==> src/rtl/adccfg_pkg.sv <==
// constants, field layout and types of the converter setup and comparator block
// Contract
// RQ1: writing one to status/start begins a conversion only while powered down
// RQ2: status/start reads zero while converting, one otherwise
// RQ3: three-bit input select picks the input pair or input against ground
// RQ4: single-channel variant ignores input select, always input 0 against input 1
// RQ5: three-bit gain field sets full scale; codes 110b and 111b equal 101b
// RQ6: mode bit zero is continuous conversion, one is single-shot with power-down
// RQ7: three-bit rate field sets 8 to 860 samples per second
// RQ8: comparator-type bit selects traditional at zero, window at one
// RQ9: polarity bit makes alert active low at zero, active high at one
// RQ10: without latch the alert deasserts once results are back within limits
// RQ11: with latch the alert holds until conversion data read or alert response
// RQ12: on alert response an asserting device offers its address, lowest wins; the code offers it only with the latch bit set
// RQ13: queue field 11b disables comparator and floats the alert pin
// RQ14: queue field needs one, two or four successive exceeding results
// RQ15: controller writes pointer 01b before reaching the setup register
// RQ16: each result is compared with signed upper and lower limit registers
// RQ17: ready signalling when upper limit top bit one and lower top bit zero
// RQ18: ready follows status in single-shot, pulses per result when continuous
// RQ19: after a single-shot conversion the device powers down, status reads one
// RQ20: window counts above upper or below lower; traditional counts above upper only
// RQ21: reset gives status one, input zero, gain 010b, single-shot, rate 100b, disabled
package adccfg_pkg;
   localparam logic [1:0]  PTR_CONV    = 2'h0;
   localparam logic [1:0]  PTR_SETUP   = 2'h1;
   localparam logic [1:0]  PTR_LOWER   = 2'h2;
   localparam logic [1:0]  PTR_UPPER   = 2'h3;
   localparam int          STATUS_BIT  = 15;
   localparam int          MUX_LO      = 12;
   localparam int          GAIN_LO     = 9;
   localparam int          MODE_BIT    = 8;
   localparam int          RATE_LO     = 5;
   localparam int          CMPTYPE_BIT = 4;
   localparam int          POL_BIT     = 3;
   localparam int          LATCH_BIT   = 2;
   localparam int          QUE_LO      = 0;
   localparam logic [15:0] SETUP_RST   = 16'h8583;
   localparam logic [15:0] CONV_RST    = 16'h0000;
   localparam logic [15:0] LOWER_RST   = 16'h8000;
   localparam logic [15:0] UPPER_RST   = 16'h7fff;
   localparam logic [1:0]  QUE_ONE     = 2'h0;
   localparam logic [1:0]  QUE_TWO     = 2'h1;
   localparam logic [1:0]  QUE_OFF     = 2'h3;
   localparam logic [2:0]  GAIN_LAST   = 3'h5;
   localparam logic [1:0]  AIN_0       = 2'h0;
   localparam logic [1:0]  AIN_1       = 2'h1;
   localparam logic [1:0]  AIN_3       = 2'h3;
   localparam int          CLK_HZ      = 200_000_000;
   localparam int          CLK_MHZ     = 200;
   localparam int          SPS_TBL [8] = '{8, 16, 32, 64, 128, 250, 475, 860};
   localparam logic [24:0] RATE_CYC_DEF [8] = '{
      25'(CLK_HZ / SPS_TBL[0]), 25'(CLK_HZ / SPS_TBL[1]),
      25'(CLK_HZ / SPS_TBL[2]), 25'(CLK_HZ / SPS_TBL[3]),
      25'(CLK_HZ / SPS_TBL[4]), 25'(CLK_HZ / SPS_TBL[5]),
      25'(CLK_HZ / SPS_TBL[6]), 25'(CLK_HZ / SPS_TBL[7])};
   localparam int          RDY_PULSE_NS  = 8000;
   localparam logic [10:0] RDY_PULSE_CYC = 11'(RDY_PULSE_NS * CLK_MHZ / 1000);
   typedef enum logic [1:0] {
      ADCCFG_IDLE = 2'b00,
      ADCCFG_CONV = 2'b01
   } adccfg_state_e;
endpackage

==> src/rtl/adccfg_top.sv <==
// setup register, conversion sequencing and threshold comparator of the converter
module adccfg_top
   import adccfg_pkg::*;
#(
   parameter bit          SINGLE_CH = 1'b0,
   parameter logic [24:0] RATE_CYC [8] = RATE_CYC_DEF
) (
   // clock, reset, enable
   input  wire logic        core_clk,
   input  wire logic        rstn,
   input  wire logic        ce,
   // register access from the serial front end
   input  wire logic        ptr_wr,
   input  wire logic [7:0]  ptr_wdata,
   input  wire logic        reg_wr,
   input  wire logic [15:0] reg_wdata,
   input  wire logic        reg_rd,
   output logic      [15:0] reg_rdata,
   output logic             reg_rvalid,
   input  wire logic        gc_reset,
   // alert response arbitration
   input  wire logic        ara_req,
   input  wire logic        ara_won,
   input  wire logic        ara_lost,
   input  wire logic [6:0]  dev_addr,
   output logic             ara_claim,
   output logic      [6:0]  ara_addr,
   // modulator side
   input  wire logic [15:0] res_data,
   output logic             conv_start,
   output logic             conv_busy,
   output logic      [1:0]  ain_pos,
   output logic      [1:0]  ain_neg,
   output logic             ain_neg_gnd,
   output logic      [2:0]  gain_sel,
   output logic      [2:0]  rate_sel,
   // alert/ready pin
   output logic             alert_o,
   output logic             alert_oe
);
   logic [1:0]    rst_sync_r;
   logic          rst_n;
   logic [1:0]    ptr_r, ptr_nxt;
   logic [14:0]   setup_r, setup_nxt;
   logic [15:0]   conv_r, conv_nxt;
   logic [15:0]   lower_r, lower_nxt;
   logic [15:0]   upper_r, upper_nxt;
   adccfg_state_e state_r, state_nxt;
   logic [24:0]   cnt_r, cnt_nxt;
   logic          start_r, start_nxt;
   logic          done;
   logic [2:0]    que_r, que_nxt;
   logic          alert_r, alert_nxt;
   logic [10:0]   rdy_r, rdy_nxt;
   logic          claim_r, claim_nxt;
   logic [6:0]    addr_r, addr_nxt;
   logic          pin_r, pin_nxt;
   logic          oe_r, oe_nxt;
   logic [15:0]   rdata_r, rdata_nxt;
   logic          rvalid_r;
   logic          single, status, cmp_on, ready_mode, exceed, asserted, conv_read;
   logic [2:0]    need;
   logic [2:0]    mux, gain, rate;
   logic [1:0]    que;

   // reset release through two flops
   always_ff @(posedge core_clk or negedge rstn) begin
      if (!rstn) begin
         rst_sync_r <= 2'h0;
      end else begin
         rst_sync_r <= {rst_sync_r[0], 1'b1};
      end
   end
   assign rst_n = rst_sync_r[1];

   assign mux    = setup_r[MUX_LO +: 3];
   assign gain   = setup_r[GAIN_LO +: 3];
   assign rate   = setup_r[RATE_LO +: 3];
   assign que    = setup_r[QUE_LO +: 2];
   assign single = setup_r[MODE_BIT];
   assign status = (state_r == ADCCFG_IDLE); // RQ2 RQ19
   assign conv_read = reg_rd && (ptr_r == PTR_CONV);

   // register file and conversion sequencer
   always_comb begin
      ptr_nxt   = ptr_r;
      setup_nxt = setup_r;
      conv_nxt  = conv_r;
      lower_nxt = lower_r;
      upper_nxt = upper_r;
      state_nxt = state_r;
      cnt_nxt   = cnt_r;
      start_nxt = 1'b0;
      done      = 1'b0;
      if (ptr_wr) begin
         ptr_nxt = ptr_wdata[1:0]; // RQ15
      end
      if (reg_wr) begin
         case (ptr_r)
            PTR_SETUP: setup_nxt = reg_wdata[14:0];
            PTR_LOWER: lower_nxt = reg_wdata;
            PTR_UPPER: upper_nxt = reg_wdata;
            default:   ;
         endcase
      end
      case (state_r)
         ADCCFG_IDLE: begin
            // a start bit written mid-conversion never reaches here, so it is dropped
            if (!setup_nxt[MODE_BIT] ||
                (reg_wr && ptr_r == PTR_SETUP && reg_wdata[STATUS_BIT])) begin // RQ1 RQ6
               state_nxt = ADCCFG_CONV;
               cnt_nxt   = RATE_CYC[setup_nxt[RATE_LO +: 3]] - 25'h1; // RQ7
               start_nxt = 1'b1;
            end
         end
         ADCCFG_CONV: begin
            if (cnt_r != 25'h0) begin
               cnt_nxt = cnt_r - 25'h1;
            end else begin
               done     = 1'b1;
               conv_nxt = res_data;
               if (!setup_r[MODE_BIT]) begin // RQ6
                  cnt_nxt   = RATE_CYC[rate] - 25'h1;
                  start_nxt = 1'b1;
               end else begin
                  state_nxt = ADCCFG_IDLE; // RQ19
               end
            end
         end
         default: state_nxt = ADCCFG_IDLE;
      endcase
      if (gc_reset) begin
         ptr_nxt   = PTR_CONV;
         setup_nxt = SETUP_RST[14:0];
         conv_nxt  = CONV_RST;
         lower_nxt = LOWER_RST;
         upper_nxt = UPPER_RST;
         state_nxt = ADCCFG_IDLE;
         cnt_nxt   = 25'h0;
         start_nxt = 1'b0;
      end
   end

   always_ff @(posedge core_clk or negedge rst_n) begin
      if (!rst_n) begin
         ptr_r   <= PTR_CONV;
         setup_r <= SETUP_RST[14:0]; // RQ21
         conv_r  <= CONV_RST;
         lower_r <= LOWER_RST;
         upper_r <= UPPER_RST;
         state_r <= ADCCFG_IDLE;
         cnt_r   <= 25'h0;
         start_r <= 1'b0;
      end else if (ce) begin
         ptr_r   <= ptr_nxt;
         setup_r <= setup_nxt;
         conv_r  <= conv_nxt;
         lower_r <= lower_nxt;
         upper_r <= upper_nxt;
         state_r <= state_nxt;
         cnt_r   <= cnt_nxt;
         start_r <= start_nxt;
      end
   end

   // comparator, queue, latch, ready signalling
   always_comb begin
      que_nxt   = que_r;
      alert_nxt = alert_r;
      rdy_nxt   = rdy_r;
      claim_nxt = claim_r;
      addr_nxt  = addr_r;
      cmp_on     = (que != QUE_OFF); // RQ13
      ready_mode = upper_r[15] && !lower_r[15]; // RQ17
      exceed = ($signed(conv_nxt) > $signed(upper_r)) ||
               (setup_r[CMPTYPE_BIT] && ($signed(conv_nxt) < $signed(lower_r))); // RQ8 RQ16 RQ20
      case (que)
         QUE_ONE: need = 3'h1;
         QUE_TWO: need = 3'h2;
         default: need = 3'h4; // RQ14
      endcase
      // clears first, so a result landing in the same cycle still sets
      if (claim_r && ara_won) begin
         alert_nxt = 1'b0; // RQ11
         claim_nxt = 1'b0;
      end
      if (claim_r && ara_lost) begin
         claim_nxt = 1'b0;
      end
      if (conv_read) begin
         alert_nxt = 1'b0; // RQ11
      end
      if (ara_req && alert_r && setup_r[LATCH_BIT]) begin
         claim_nxt = 1'b1; // RQ12
         addr_nxt  = dev_addr;
      end
      if (rdy_r != 11'h0) begin
         rdy_nxt = rdy_r - 11'h1;
      end
      if (done && ready_mode && !single) begin
         rdy_nxt = RDY_PULSE_CYC; // RQ18
      end
      if (done && !ready_mode) begin
         if (exceed) begin
            if (que_r != 3'h7) begin
               que_nxt = que_r + 3'h1;
            end
            if (que_r >= need - 3'h1) begin
               alert_nxt = 1'b1; // RQ14
            end
         end else begin
            que_nxt = 3'h0;
            if (!setup_r[LATCH_BIT]) begin
               alert_nxt = 1'b0; // RQ10
            end
         end
      end
      if (!cmp_on || ready_mode || gc_reset) begin
         que_nxt   = 3'h0;
         alert_nxt = 1'b0;
         claim_nxt = 1'b0;
      end
      if (gc_reset) begin
         rdy_nxt = 11'h0;
      end
      if (ready_mode) begin
         asserted = single ? status : (rdy_r != 11'h0); // RQ18
      end else begin
         asserted = alert_r;
      end
      pin_nxt = setup_nxt[POL_BIT] ? asserted : !asserted; // RQ9
      oe_nxt  = (setup_nxt[QUE_LO +: 2] != QUE_OFF); // RQ13
   end

   always_ff @(posedge core_clk or negedge rst_n) begin
      if (!rst_n) begin
         que_r   <= 3'h0;
         alert_r <= 1'b0;
         rdy_r   <= 11'h0;
         claim_r <= 1'b0;
         addr_r  <= 7'h00;
         pin_r   <= 1'b1;
         oe_r    <= 1'b0;
      end else if (ce) begin
         que_r   <= que_nxt;
         alert_r <= alert_nxt;
         rdy_r   <= rdy_nxt;
         claim_r <= claim_nxt;
         addr_r  <= addr_nxt;
         pin_r   <= pin_nxt;
         oe_r    <= oe_nxt;
      end
   end

   // read path, answer one cycle after the strobe
   always_comb begin
      case (ptr_r)
         PTR_CONV:  rdata_nxt = conv_r;
         PTR_SETUP: rdata_nxt = {status, setup_r}; // RQ2
         PTR_LOWER: rdata_nxt = lower_r;
         default:   rdata_nxt = upper_r;
      endcase
      if (!reg_rd) begin
         rdata_nxt = rdata_r;
      end
   end

   always_ff @(posedge core_clk or negedge rst_n) begin
      if (!rst_n) begin
         rdata_r  <= 16'h0000;
         rvalid_r <= 1'b0;
      end else if (ce) begin
         rdata_r  <= rdata_nxt;
         rvalid_r <= reg_rd;
      end
   end

   // input pair decode; the single-channel part has one fixed pair
   always_comb begin
      ain_pos     = AIN_0;
      ain_neg     = AIN_1;
      ain_neg_gnd = 1'b0;
      if (!SINGLE_CH) begin // RQ4
         case (mux) // RQ3
            3'h0:    ain_neg = AIN_1;
            3'h1:    ain_neg = AIN_3;
            3'h2:    begin ain_pos = AIN_1; ain_neg = AIN_3; end
            3'h3:    begin ain_pos = 2'h2; ain_neg = AIN_3; end
            default: begin ain_pos = mux[1:0]; ain_neg = AIN_0; ain_neg_gnd = 1'b1; end
         endcase
      end
   end

   assign gain_sel   = (gain > GAIN_LAST) ? GAIN_LAST : gain; // RQ5
   assign rate_sel   = rate; // RQ7
   assign conv_start = start_r;
   assign conv_busy  = !status;
   assign reg_rdata  = rdata_r;
   assign reg_rvalid = rvalid_r;
   assign ara_claim  = claim_r;
   assign ara_addr   = addr_r;
   assign alert_o    = pin_r;
   assign alert_oe   = oe_r;
endmodule

==> config.mk <==
export PLATFORM = sky130hd
export DESIGN_NAME = adccfg_top
export DESIGN_NICKNAME = d
export VERILOG_FILES = /design/src/rtl/adccfg_pkg.sv /design/src/rtl/adccfg_top.sv
export SDC_FILE = /design/constraint.sdc
export NUM_CORES = 1
export LEC_CHECK = 0
export BUFFER_PORTS_ARGS = -buffer_cell sky130_fd_sc_hd__buf_2
export CAP_MARGIN = 30
export CORE_AREA = 2 2 132 134
export CTS_CLUSTER_SIZE = 12
export DETAILED_ROUTE_END_ITERATION = 6
export DIE_AREA = 0 0 134 136
export GPL_TIMING_DRIVEN = 0
export PLACE_DENSITY = 0.73
export SYNTH_ARGS = -nofsm -noshare
export SYNTH_HDL_FRONTEND = slang
export SYNTH_SLANG_ARGS = --single-unit
==> constraint.sdc <==
create_clock -name core_clk -period 4.71 [get_ports core_clk]
set_input_delay 0.2355 -clock core_clk [delete_from_list [all_inputs] [get_ports core_clk]]
set_output_delay 0.2355 -clock core_clk [all_outputs]
set_load 0.005 [all_outputs]
==> results.toml, run 1 <==
[synthesis]
synth_top_cell_area_share_pct = 31.5
synthesis.area_um2 = 9050
synth_edf_count = 0
synth_cell_types = 82
yosys_warnings = 0
ys.flop_type = "dfrtp_1"
ys_async_sr_fraction_pct = 100
ys_ff_latch = 136
synth_area_leaders = "dfrtp_1, ha_1, dfstp_2"
synth.net_count = 1074
ys_seq_area_share_pct = 37.9
avgSynthCellArea_um2 = 9.34
syn_inst = 969
synth_top_cell_by_area = "dfrtp_1"

[setup_path]
crit_fanout = 10
worst-r2r-setup-slack_ns = 0.21
reg2reg_depth = 16
crit_start = "cnt_r[1]"
worst_r2r_endpoint = "que_r[0]"
end_kind = "flip-flop"
crit_type = "flip-flop to flip-flop"
cp.arrival_ns = 4.86
crit_path_start_kind = "flip-flop"
critical_path_required_ns = 5.08
r2r_start = "cnt_r[1]"
crit_end = "que_r[0]"

[clock_network]
tritoncts.num_buffers = 17
insertion_delay_ns = 0.43
cts-htree-levels = 4
cts_buffer_depth = 2
cts_tree = "done"
path_clk_slew_ns = 0.06
cts-root-buf = "clkbuf_16"
clock_sinks = 136

[finish]
post-route-util_pct = 62.6
stdcell_count = 1322
layout.nets = 1189
drive_gt1_share_pct = 23.2
syn_to_final_growth_pct = 16.7
design_area_um2 = 10600
mostFrequentLayoutCells = "dfrtp_1, buf_2, nand2_1"
fillers = 1463
antenna_cells = 0
mostFrequentLayoutCell = "dfrtp_1"

[worst_hold_path]
min_path_type = "primary input to flip-flop"

[routing]
drt_wl_total_mm = 29.8
drt_iter0_drc = 1119
drt-vias-per-instance = 6.42
first_pass_iters = 6
vias = 8493
final_antenna_net_count = 0
drc = 0
wl_per_cell_um = 22.6

[floorplan]
coreArea_um2 = 16900
die-width_um = 134
num_rows = 48
boundaryPins = 97
die_h_um = 136
die_area_um2 = 18200
start_util_pct = 53.6

[timing]
fin_ws_ns = 0.213
hold_viol_final = 0
max_freq_ghz = 0.222
worstMarginPinSlew_ns = 0.931
skew_ns = 0.00914
finalCritPeriodShare_pct = 95.5
slew_viol_final = 0
setup_viol = 0
tns_ns = 0
period_minus_slack_ns = 4.50
rsz0062_at_grt = "false"
holdWs_ns = 0.0387
maxSlewHeadroom_pct = 37.9

[power_and_ir_drop]
power_leakage_nw = 4.74
power.total_mw = 4.75
powerDensity_nw_per_um2 = 450
ir_drop_mv = 0.343

[outcome]
outcome = "complete, no violations"

[run]
maxCapViolations = 0

[placed_design]
placed_area_um2 = 9850
place_hpwl_mm = 21.4
numPortBuffers = 90
placed_cells = 1287
place_ws_ns = 0.0707
gp_congestion = 1.01

[global_route]
grtUsageTotal_pct = 33.6
grt_pass1_vias = 8051
grt_max_degree = 61
antenna_found_initial = 0
grt-ovfl-total = 0
grt_pass1_wl_mm = 46.4
-- synthesized netlist by cell type (4+ instances only) --
master	count
buf_4	5
o21ai_1	4
a22oi_1	13
nand3_1	26
dfstp_2	22
o21ai_0	64
clkbuf_1	43
nor2b_1	9
o211ai_1	13
nand2_1	89
buf_2	7
dfrtp_1	114
mux2i_1	7
mux4_2	16
xor2_1	11
a22o_1	7
ha_1	48
a31o_2	4
and3_1	6
nor2_1	57
o31ai_1	8
nor3_1	30
nor4_1	5
mux2_2	43
inv_1	66
o22a_1	9
a211oi_1	6
nand2b_1	29
xnor2_1	10
o22ai_1	17
a31oi_1	7
o21a_1	6
a21oi_1	68
a221o_1	6
nand4_1	10
or3_1	9
-- critical path: stages (launching register included) --
cell and delay (ns):
dfrtp_1 0.41, nor3_2 0.42, nand4_2 0.30, nor2_2 0.26, buf_2 0.27, nand2_2 0.24, buf_2 0.30, nand2_1 0.09
a21oi_1 0.12, ha_1 0.38, nand4_1 0.13, nor3_1 0.30, o211ai_1 0.18, a31o_2 0.29, and4_1 0.22, a21oi_1 0.30
mux2_2 0.21
-- what timing repair did --
| item | CTS | global route |
|---|---|---|
| pin swaps | 0 | 2 |
| endpoints found under the setup margin | 1 | 4 |
| hold buffers | 1 | 0 |
| gates resized for setup | 1 | 5 |
| hold endpoints to repair | 2 | 0 |
| buffers inserted | 0 | 2 |
-- kinds of logic after synthesis --
kind of cell	share of synthesized area, %
compound gates	19.8
xor+xnor	2.03
fa+ha+maj	6.64
buf+inv	5.57
flops	37.9
mux	10.4
other cells	0.0414
simple gates	17.6
-- registers in the layout, indices dropped and copies added (netlist names), 2 cells and up --
signal / count
conv_r: 16
ara_addr: 7
upper_r: 16
reg_rdata: 16
setup_r: 15
cnt_r: 25
lower_r: 16
ptr_r: 2
rdy_r: 11
rst_sync_r: 2
que_r: 3
-- final cells by class --
cell class | count | area (um2) | area share (%)
multi-input combinational | 708 | 5150 | 48.7
sequential | 136 | 3430 | 32.5
timing repair buffer | 96 | 538 | 5.10
clock buffer | 18 | 429 | 4.06
tap | 225 | 282 | 2.67
buffer | 59 | 259 | 2.45
inverter | 66 | 248 | 2.35
clock inverter | 14 | 223 | 2.11
-- where the power goes --
| part | leakage (nW) | internal, mW | total, mW | switching (mW) |
|---|---|---|---|---|
| registers | 1.76 | 1.38 | 1.60 | 0.220 |
| logic | 2.68 | 0.666 | 1.65 | 0.981 |
| clock network | 0.305 | 0.945 | 1.51 | 0.563 |
| total | 4.74 | 2.99 | 4.75 | 1.76 |
-- how the worst min path moves through the flow --
stage                     to  cells after the start   startpoint  slack, ns
6_report         ara_addr[2]                      2  dev_addr[2]       0.04
5_1_grt          ara_addr[4]                      2  dev_addr[4]       0.04
4_1_cts          ara_addr[2]                      2  dev_addr[2]       0.03
3_5_place_dp   rst_sync_r[0]                      1         rstn       0.03
3_3_place_gp   rst_sync_r[0]                      1         rstn       0.02
2_1_floorplan  rst_sync_r[0]                      0         rstn      -0.06
-- metal layers --
layer	vias to the layer above	wire (um)	share of wire [%]	GRT usage, %
met5	-	0	0	0
met4	0	864	2.9	11.1
met3	86	3350	11	6.00
met2	547	13000	44	49.9
met1	4097	12600	42	49.7
li1	3763	-	-	-
(Power assumes the default switching activity.)
==> run 2: changes to the inputs <==
- CTS_BUF_LIST: unset -> sky130_fd_sc_hd__clkbuf_4 sky130_fd_sc_hd__clkbuf_8 sky130_fd_sc_hd__clkbuf_16
- PLACE_DENSITY: 0.73 -> unset
- PLACE_DENSITY_LB_ADDON: unset -> 0.05
==> run 2 against run 1 <==
Compared with the run above:
- the run now ends with design-rule violations left
- global-route usage grew 1.2 points
- register-to-register slack worse by 0.07 ns
- combinational power decreased by 3%
- hold slack worse by 0.018 ns
- critical path depth fell by 1
- critical endpoint unchanged
==> results.toml, run 2 (synthesized netlist as in run 1, its figures left out) <==
[timing]
period_minus_slack_ns = 4.57
worstMarginPinSlew_ns = 0.991
holdWs_ns = 0.0203
finalCritPeriodShare_pct = 97.0
maxSlewHeadroom_pct = 33.9
max_freq_ghz = 0.219
setup_viol = 0
slew_viol_final = 0
rsz0062_at_grt = "false"
hold_viol_final = 0
skew_ns = 0.0111

[floorplan]
start_util_pct = 53.6
coreArea_um2 = 16900
die_area_um2 = 18200
num_rows = 48
die-width_um = 134
die_h_um = 136
boundaryPins = 97

[finish]
post-route-util_pct = 61.9
drive_gt1_share_pct = 23.1
fillers = 1500
syn_to_final_growth_pct = 15.4
layout.nets = 1186
top_register = "cnt_r"
stdcell_count = 1319
largest_register_ffs = 25
mostFrequentLayoutCells = "dfrtp_1, buf_2, nand2_1"
mostFrequentLayoutCell = "dfrtp_1"
antenna_cells = 0

[clock_network]
tritoncts.num_buffers = 17
cts_tree = "done"
cts-htree-levels = 4
clock_sinks = 136
cts-root-buf = "clkbuf_16"
insertion_delay_ns = 0.44
path_clk_slew_ns = 0.07
cts_buffer_depth = 2
post-cts-setup-buffers = 0

[global_route]
antenna_found_initial = 0
grt_max_degree = 69
grt-ovfl-total = 0
grt_pass1_vias = 8228
grt_pass1_wl_mm = 47.3
grtUsageTotal_pct = 34.7

[run]
maxCapViolations = 0

[power_and_ir_drop]
swShare_pct = 39.3
p_switching_mw = 1.80
comb_power_share_pct = 35.0
powerDensity_nw_per_um2 = 438
power_frac_seq_pct = 35.1
power_leakage_nw = 4.71
power.total_mw = 4.57
internal_power_mw = 2.77
pwr-share-clk_pct = 29.9
ir_drop_mv = 0.306

[setup_path]
crit_type = "flip-flop to flip-flop"
worst-r2r-setup-slack_ns = 0.14
critical_path_required_ns = 5.04
cp.arrival_ns = 4.90
r2r_start = "cnt_r[12]"
crit_fanout = 10
crit_path_start_kind = "flip-flop"
crit_start = "cnt_r[12]"
worst_r2r_endpoint = "que_r[0]"
end_kind = "flip-flop"
reg2reg_depth = 15

[routing]
drt-vias-per-instance = 6.41
drc = 1
wl_per_cell_um = 23.0
vias = 8455
drt_iter0_drc = 858
final_antenna_net_count = 0
drt_wl_total_mm = 30.4
first_pass_iters = 7

[placed_design]
placed_cells = 1286
numPortBuffers = 90
place_hpwl_mm = 22.1
gp_congestion = 0.958

[worst_hold_path]
min_path_type = "primary input to flip-flop"
holdCritStartpoint = "dev_addr[3]"
hold_path_end = "ara_addr[3]"
holdPathStages = 2

[outcome]
outcome = "finished with violations"
violations = "design-rule violations"
==> run 2: changes by cell type in the layout (fill, tap and decap cells not counted), sizes merged <==
cell	delta
inv	+8
bufinv	-4
clkinvlp	-3
buf	-2
clkbuf	-2
==> run 2: how the worst max path moves through the flow <==
stage / end / slack (ns) / cells past startpoint
2_1_floorplan: alert_oe / 0.68 / 0
3_3_place_gp: rdy_r[2] / -1.08 / 0
3_5_place_dp: que_r[0] / -0.001 / 16
4_1_cts: que_r[0] / 0.11 / 16
5_1_grt: que_r[0] / 0.001 / 15
6_report: que_r[0] / 0.14 / 15
==> run 2: layout make-up <==
| type | count | area, um2 | area share (%) |
|---|---|---|---|
| Clock inverter | 15 | 154 | 1.47 |
| Sequential cell | 136 | 3430 | 32.9 |
| Tap cell | 225 | 282 | 2.70 |
| Multi-Input combinational cell | 708 | 5150 | 49.3 |
| Timing Repair Buffer | 93 | 495 | 4.74 |
| Inverter | 66 | 248 | 2.37 |
| Clock buffer | 17 | 425 | 4.07 |
| Buffer | 59 | 256 | 2.46 |
==> run 2: power groups by stage <==
stage,Clock [mW],Combinational (mW),Sequential (mW)
after floorplan,0,1.12,1.56
after global placement,0,1.54,1.62
after detailed placement,0,1.56,1.61
after CTS,1.37,1.57,1.60
after global routing,1.42,1.74,1.63
final,1.37,1.60,1.60
==> run 2: layer usage <==
metal	track usage, %	part of all wire [%]
met1	44.5	41
met2	55.8	46
met3	6.71	7.1
met4	19.0	5.3
met5	0	0
==> run 2: timing repair <==
item | 4_1_cts | 5_1_grt
hold buffers | 1 | 0
endpoints found under the hold margin | 2 | 0
gates resized for setup | 2 | 4
endpoints found under the setup margin | 2 | 4
pin swaps | 0 | 1
==> run 2: critical path, cell delays in order, from the launching register on <==
cell,delay (ns)
dfrtp_1,0.46
nor4_4,0.44
nand4_2,0.27
nor2_2,0.26
buf_2,0.28
nand2_2,0.24
buf_2,0.32
nand2_1,0.10
a21oi_1,0.11
ha_1,0.40
a2111oi_0,0.46
a21boi_0,0.25
a31o_2,0.21
o211ai_1,0.19
nor4b_4,0.19
mux2_2,0.27
==> run 2: per-stage QoR <==
stage	worst slack [ns]	instance area [um2]	TNS, ns
final	0.141	10400	0
after global routing	0.00104	10400	0
after CTS	0.114	10400	0
after detailed placement	-0.00119	9820	-0.00119
after global placement	-1.08	9780	-119.43
after floorplan	0.679	9050	0
==> run 3: changes to the inputs <==
- PLACE_DENSITY: unset -> 0.76
- PLACE_DENSITY_LB_ADDON: 0.05 -> unset
==> run 3 against run 2 <==
Compared with the run above:
- the run now ends clean
- flip-flop and latch count unchanged
- maximum frequency up 3.1%
- sequential share of layout area down 0.22 points
- sequential power about the same
- die area unchanged
- total power up 1.4%
- utilization up 0.41 points
- clock skew down 0.0020 ns
- non-clock buffer count up 2
- hold slack better by 0.023 ns
- final area up 0.66%
- final cell count up 0.15%
- critical endpoint unchanged
- largest cell class unchanged
- highest routed layer unchanged
==> results.toml, run 3 (synthesized netlist as in run 1, its figures left out) <==
[timing]
setup_viol = 0
slew_viol_final = 0
max_freq_ghz = 0.226
maxSlewHeadroom_pct = 35.4
period_minus_slack_ns = 4.43
worstMarginPinSlew_ns = 0.969
finalCritPeriodShare_pct = 94.1
rsz0062_at_grt = "false"
skew_ns = 0.00915
hold_viol_final = 0
tns_ns = 0

[routing]
first_pass_iters = 5
drt_iter0_drc = 1085
drt-vias-per-instance = 6.43
drc = 0
wl_per_cell_um = 21.6
final_antenna_net_count = 0
drt_wl_total_mm = 28.6
vias = 8500

[floorplan]
boundaryPins = 97
die-width_um = 134
coreArea_um2 = 16900
die_area_um2 = 18200
num_rows = 48
die_h_um = 136
start_util_pct = 53.6

[clock_network]
path_clk_slew_ns = 0.06
cts_tree = "done"
cts-root-buf = "clkbuf_16"
tritoncts.num_buffers = 17
cts-htree-levels = 4
clock_sinks = 136
cts_buffer_depth = 2
insertion_delay_ns = 0.42

[worst_hold_path]
holdCritStartpoint = "dev_addr[4]"
min_path_type = "primary input to flip-flop"

[finish]
fillers = 1437
antenna_cells = 0
largest_register_ffs = 25
layout.nets = 1188
syn_to_final_growth_pct = 16.2
mostFrequentLayoutCell = "dfrtp_1"
design_area_um2 = 10500
top_register = "cnt_r"
drive_gt1_share_pct = 23.2
mostFrequentLayoutCells = "dfrtp_1, buf_2, nand2_1"

[power_and_ir_drop]
ir_drop_mv = 0.290
power_leakage_nw = 4.74
powerDensity_nw_per_um2 = 441

[setup_path]
r2r_start = "cnt_r[12]"
crit_type = "flip-flop to flip-flop"
crit_fanout = 10
cp.arrival_ns = 4.74
end_kind = "flip-flop"
crit_path_start_kind = "flip-flop"
critical_path_required_ns = 5.01
crit_start = "cnt_r[12]"

[outcome]
outcome = "complete, no violations"

[global_route]
grtUsageTotal_pct = 32.2
grt_max_degree = 60
antenna_found_initial = 0
grt_pass1_wl_mm = 44.8
grt_pass1_vias = 8052
grt-ovfl-total = 0

[run]
maxCapViolations = 0

[placed_design]
numPortBuffers = 90
gp_congestion = 1.01
place_hpwl_mm = 20.5
placed_area_um2 = 9850
[run 3: cell types whose count changed in the layout (fill, tap and decap cells not counted), sizes merged]
cell	change
inv	-10
clkbuf	+4
bufinv	+3
clkinv	+3
buf	+1
clkinvlp	+1
[run 3: worst paths after layout]
path                                 end  slack (ns)  cells past startpoint
max                             que_r[0]        0.28                     14
min                          ara_addr[4]        0.04                      2
max reg2reg                     que_r[0]        0.28                     14
min reg2reg                  ara_addr[1]        0.30                      0
max in group asynchronous     setup_r[7]        3.70                      1
min in group asynchronous  rst_sync_r[1]        0.12                      2
[run 3: power by group]
group          total (mW)  switching [mW]  leakage, nW  internal, mW
combinational        1.59           0.944         2.67         0.649
sequential           1.59           0.213         1.76          1.38
clock                1.45           0.525        0.312         0.926
total                4.64            1.68         4.74          2.95
[run 3: metal layers]
layer	global-route usage [%]	part of all wire [%]	up-vias
met1	45.1	41	4085
met4	13.5	3.2	0
met2	48.4	44	573
li1	-	-	3766
met3	7.20	11	76
met5	0	0	-
[run 3: what timing repair did]
action,in CTS,in global routing
setup buffers,0,1
hold endpoints to repair,2,0
hold buffers,1,0
gates resized for setup,0,3
setup endpoints to repair,0,3
[run 3: worst max-delay path: stages, from the launching register on]
cell	delay [ns]
dfrtp_1	0.47
nor4_4	0.45
nand4_2	0.28
nor2_2	0.23
buf_2	0.28
clkbuf_4	0.32
nand3_1	0.11
a21oi_1	0.40
ha_1	0.33
a2111oi_0	0.38
a21boi_0	0.23
a31o_2	0.21
o211ai_1	0.14
nor4b_2	0.21
mux2_2	0.28
[run 3: stage by stage]
stage | hold slack (ns) | util [%] | worst slack [ns] | power [mW] | cells
floorplan | -0.0601 | - | 0.679 | 2.68 | 969
global placement | 0.0226 | 58.0 | -1.04 | 3.11 | 1284
detailed placement | 0.0260 | 58.4 | 0.171 | 3.14 | 1287
CTS | 0.0339 | 62.2 | 0.146 | 4.59 | 1320
global route | 0.0343 | 62.3 | 0.0701 | 4.86 | 1321
finish | 0.0432 | 62.3 | 0.276 | 4.64 | 1321
[run 3: cell type report]
class                           instances  area, um2  area share (%)
Multi-Input combinational cell        708       5120            48.7
Sequential cell                       136       3430            32.7
Tap cell                              225        282            2.68
Timing Repair Buffer                   95        531            5.05
Buffer                                 59        259            2.46
Clock inverter                         12        173            1.64
Inverter                               66        248            2.36
Clock buffer                           20        467            4.44
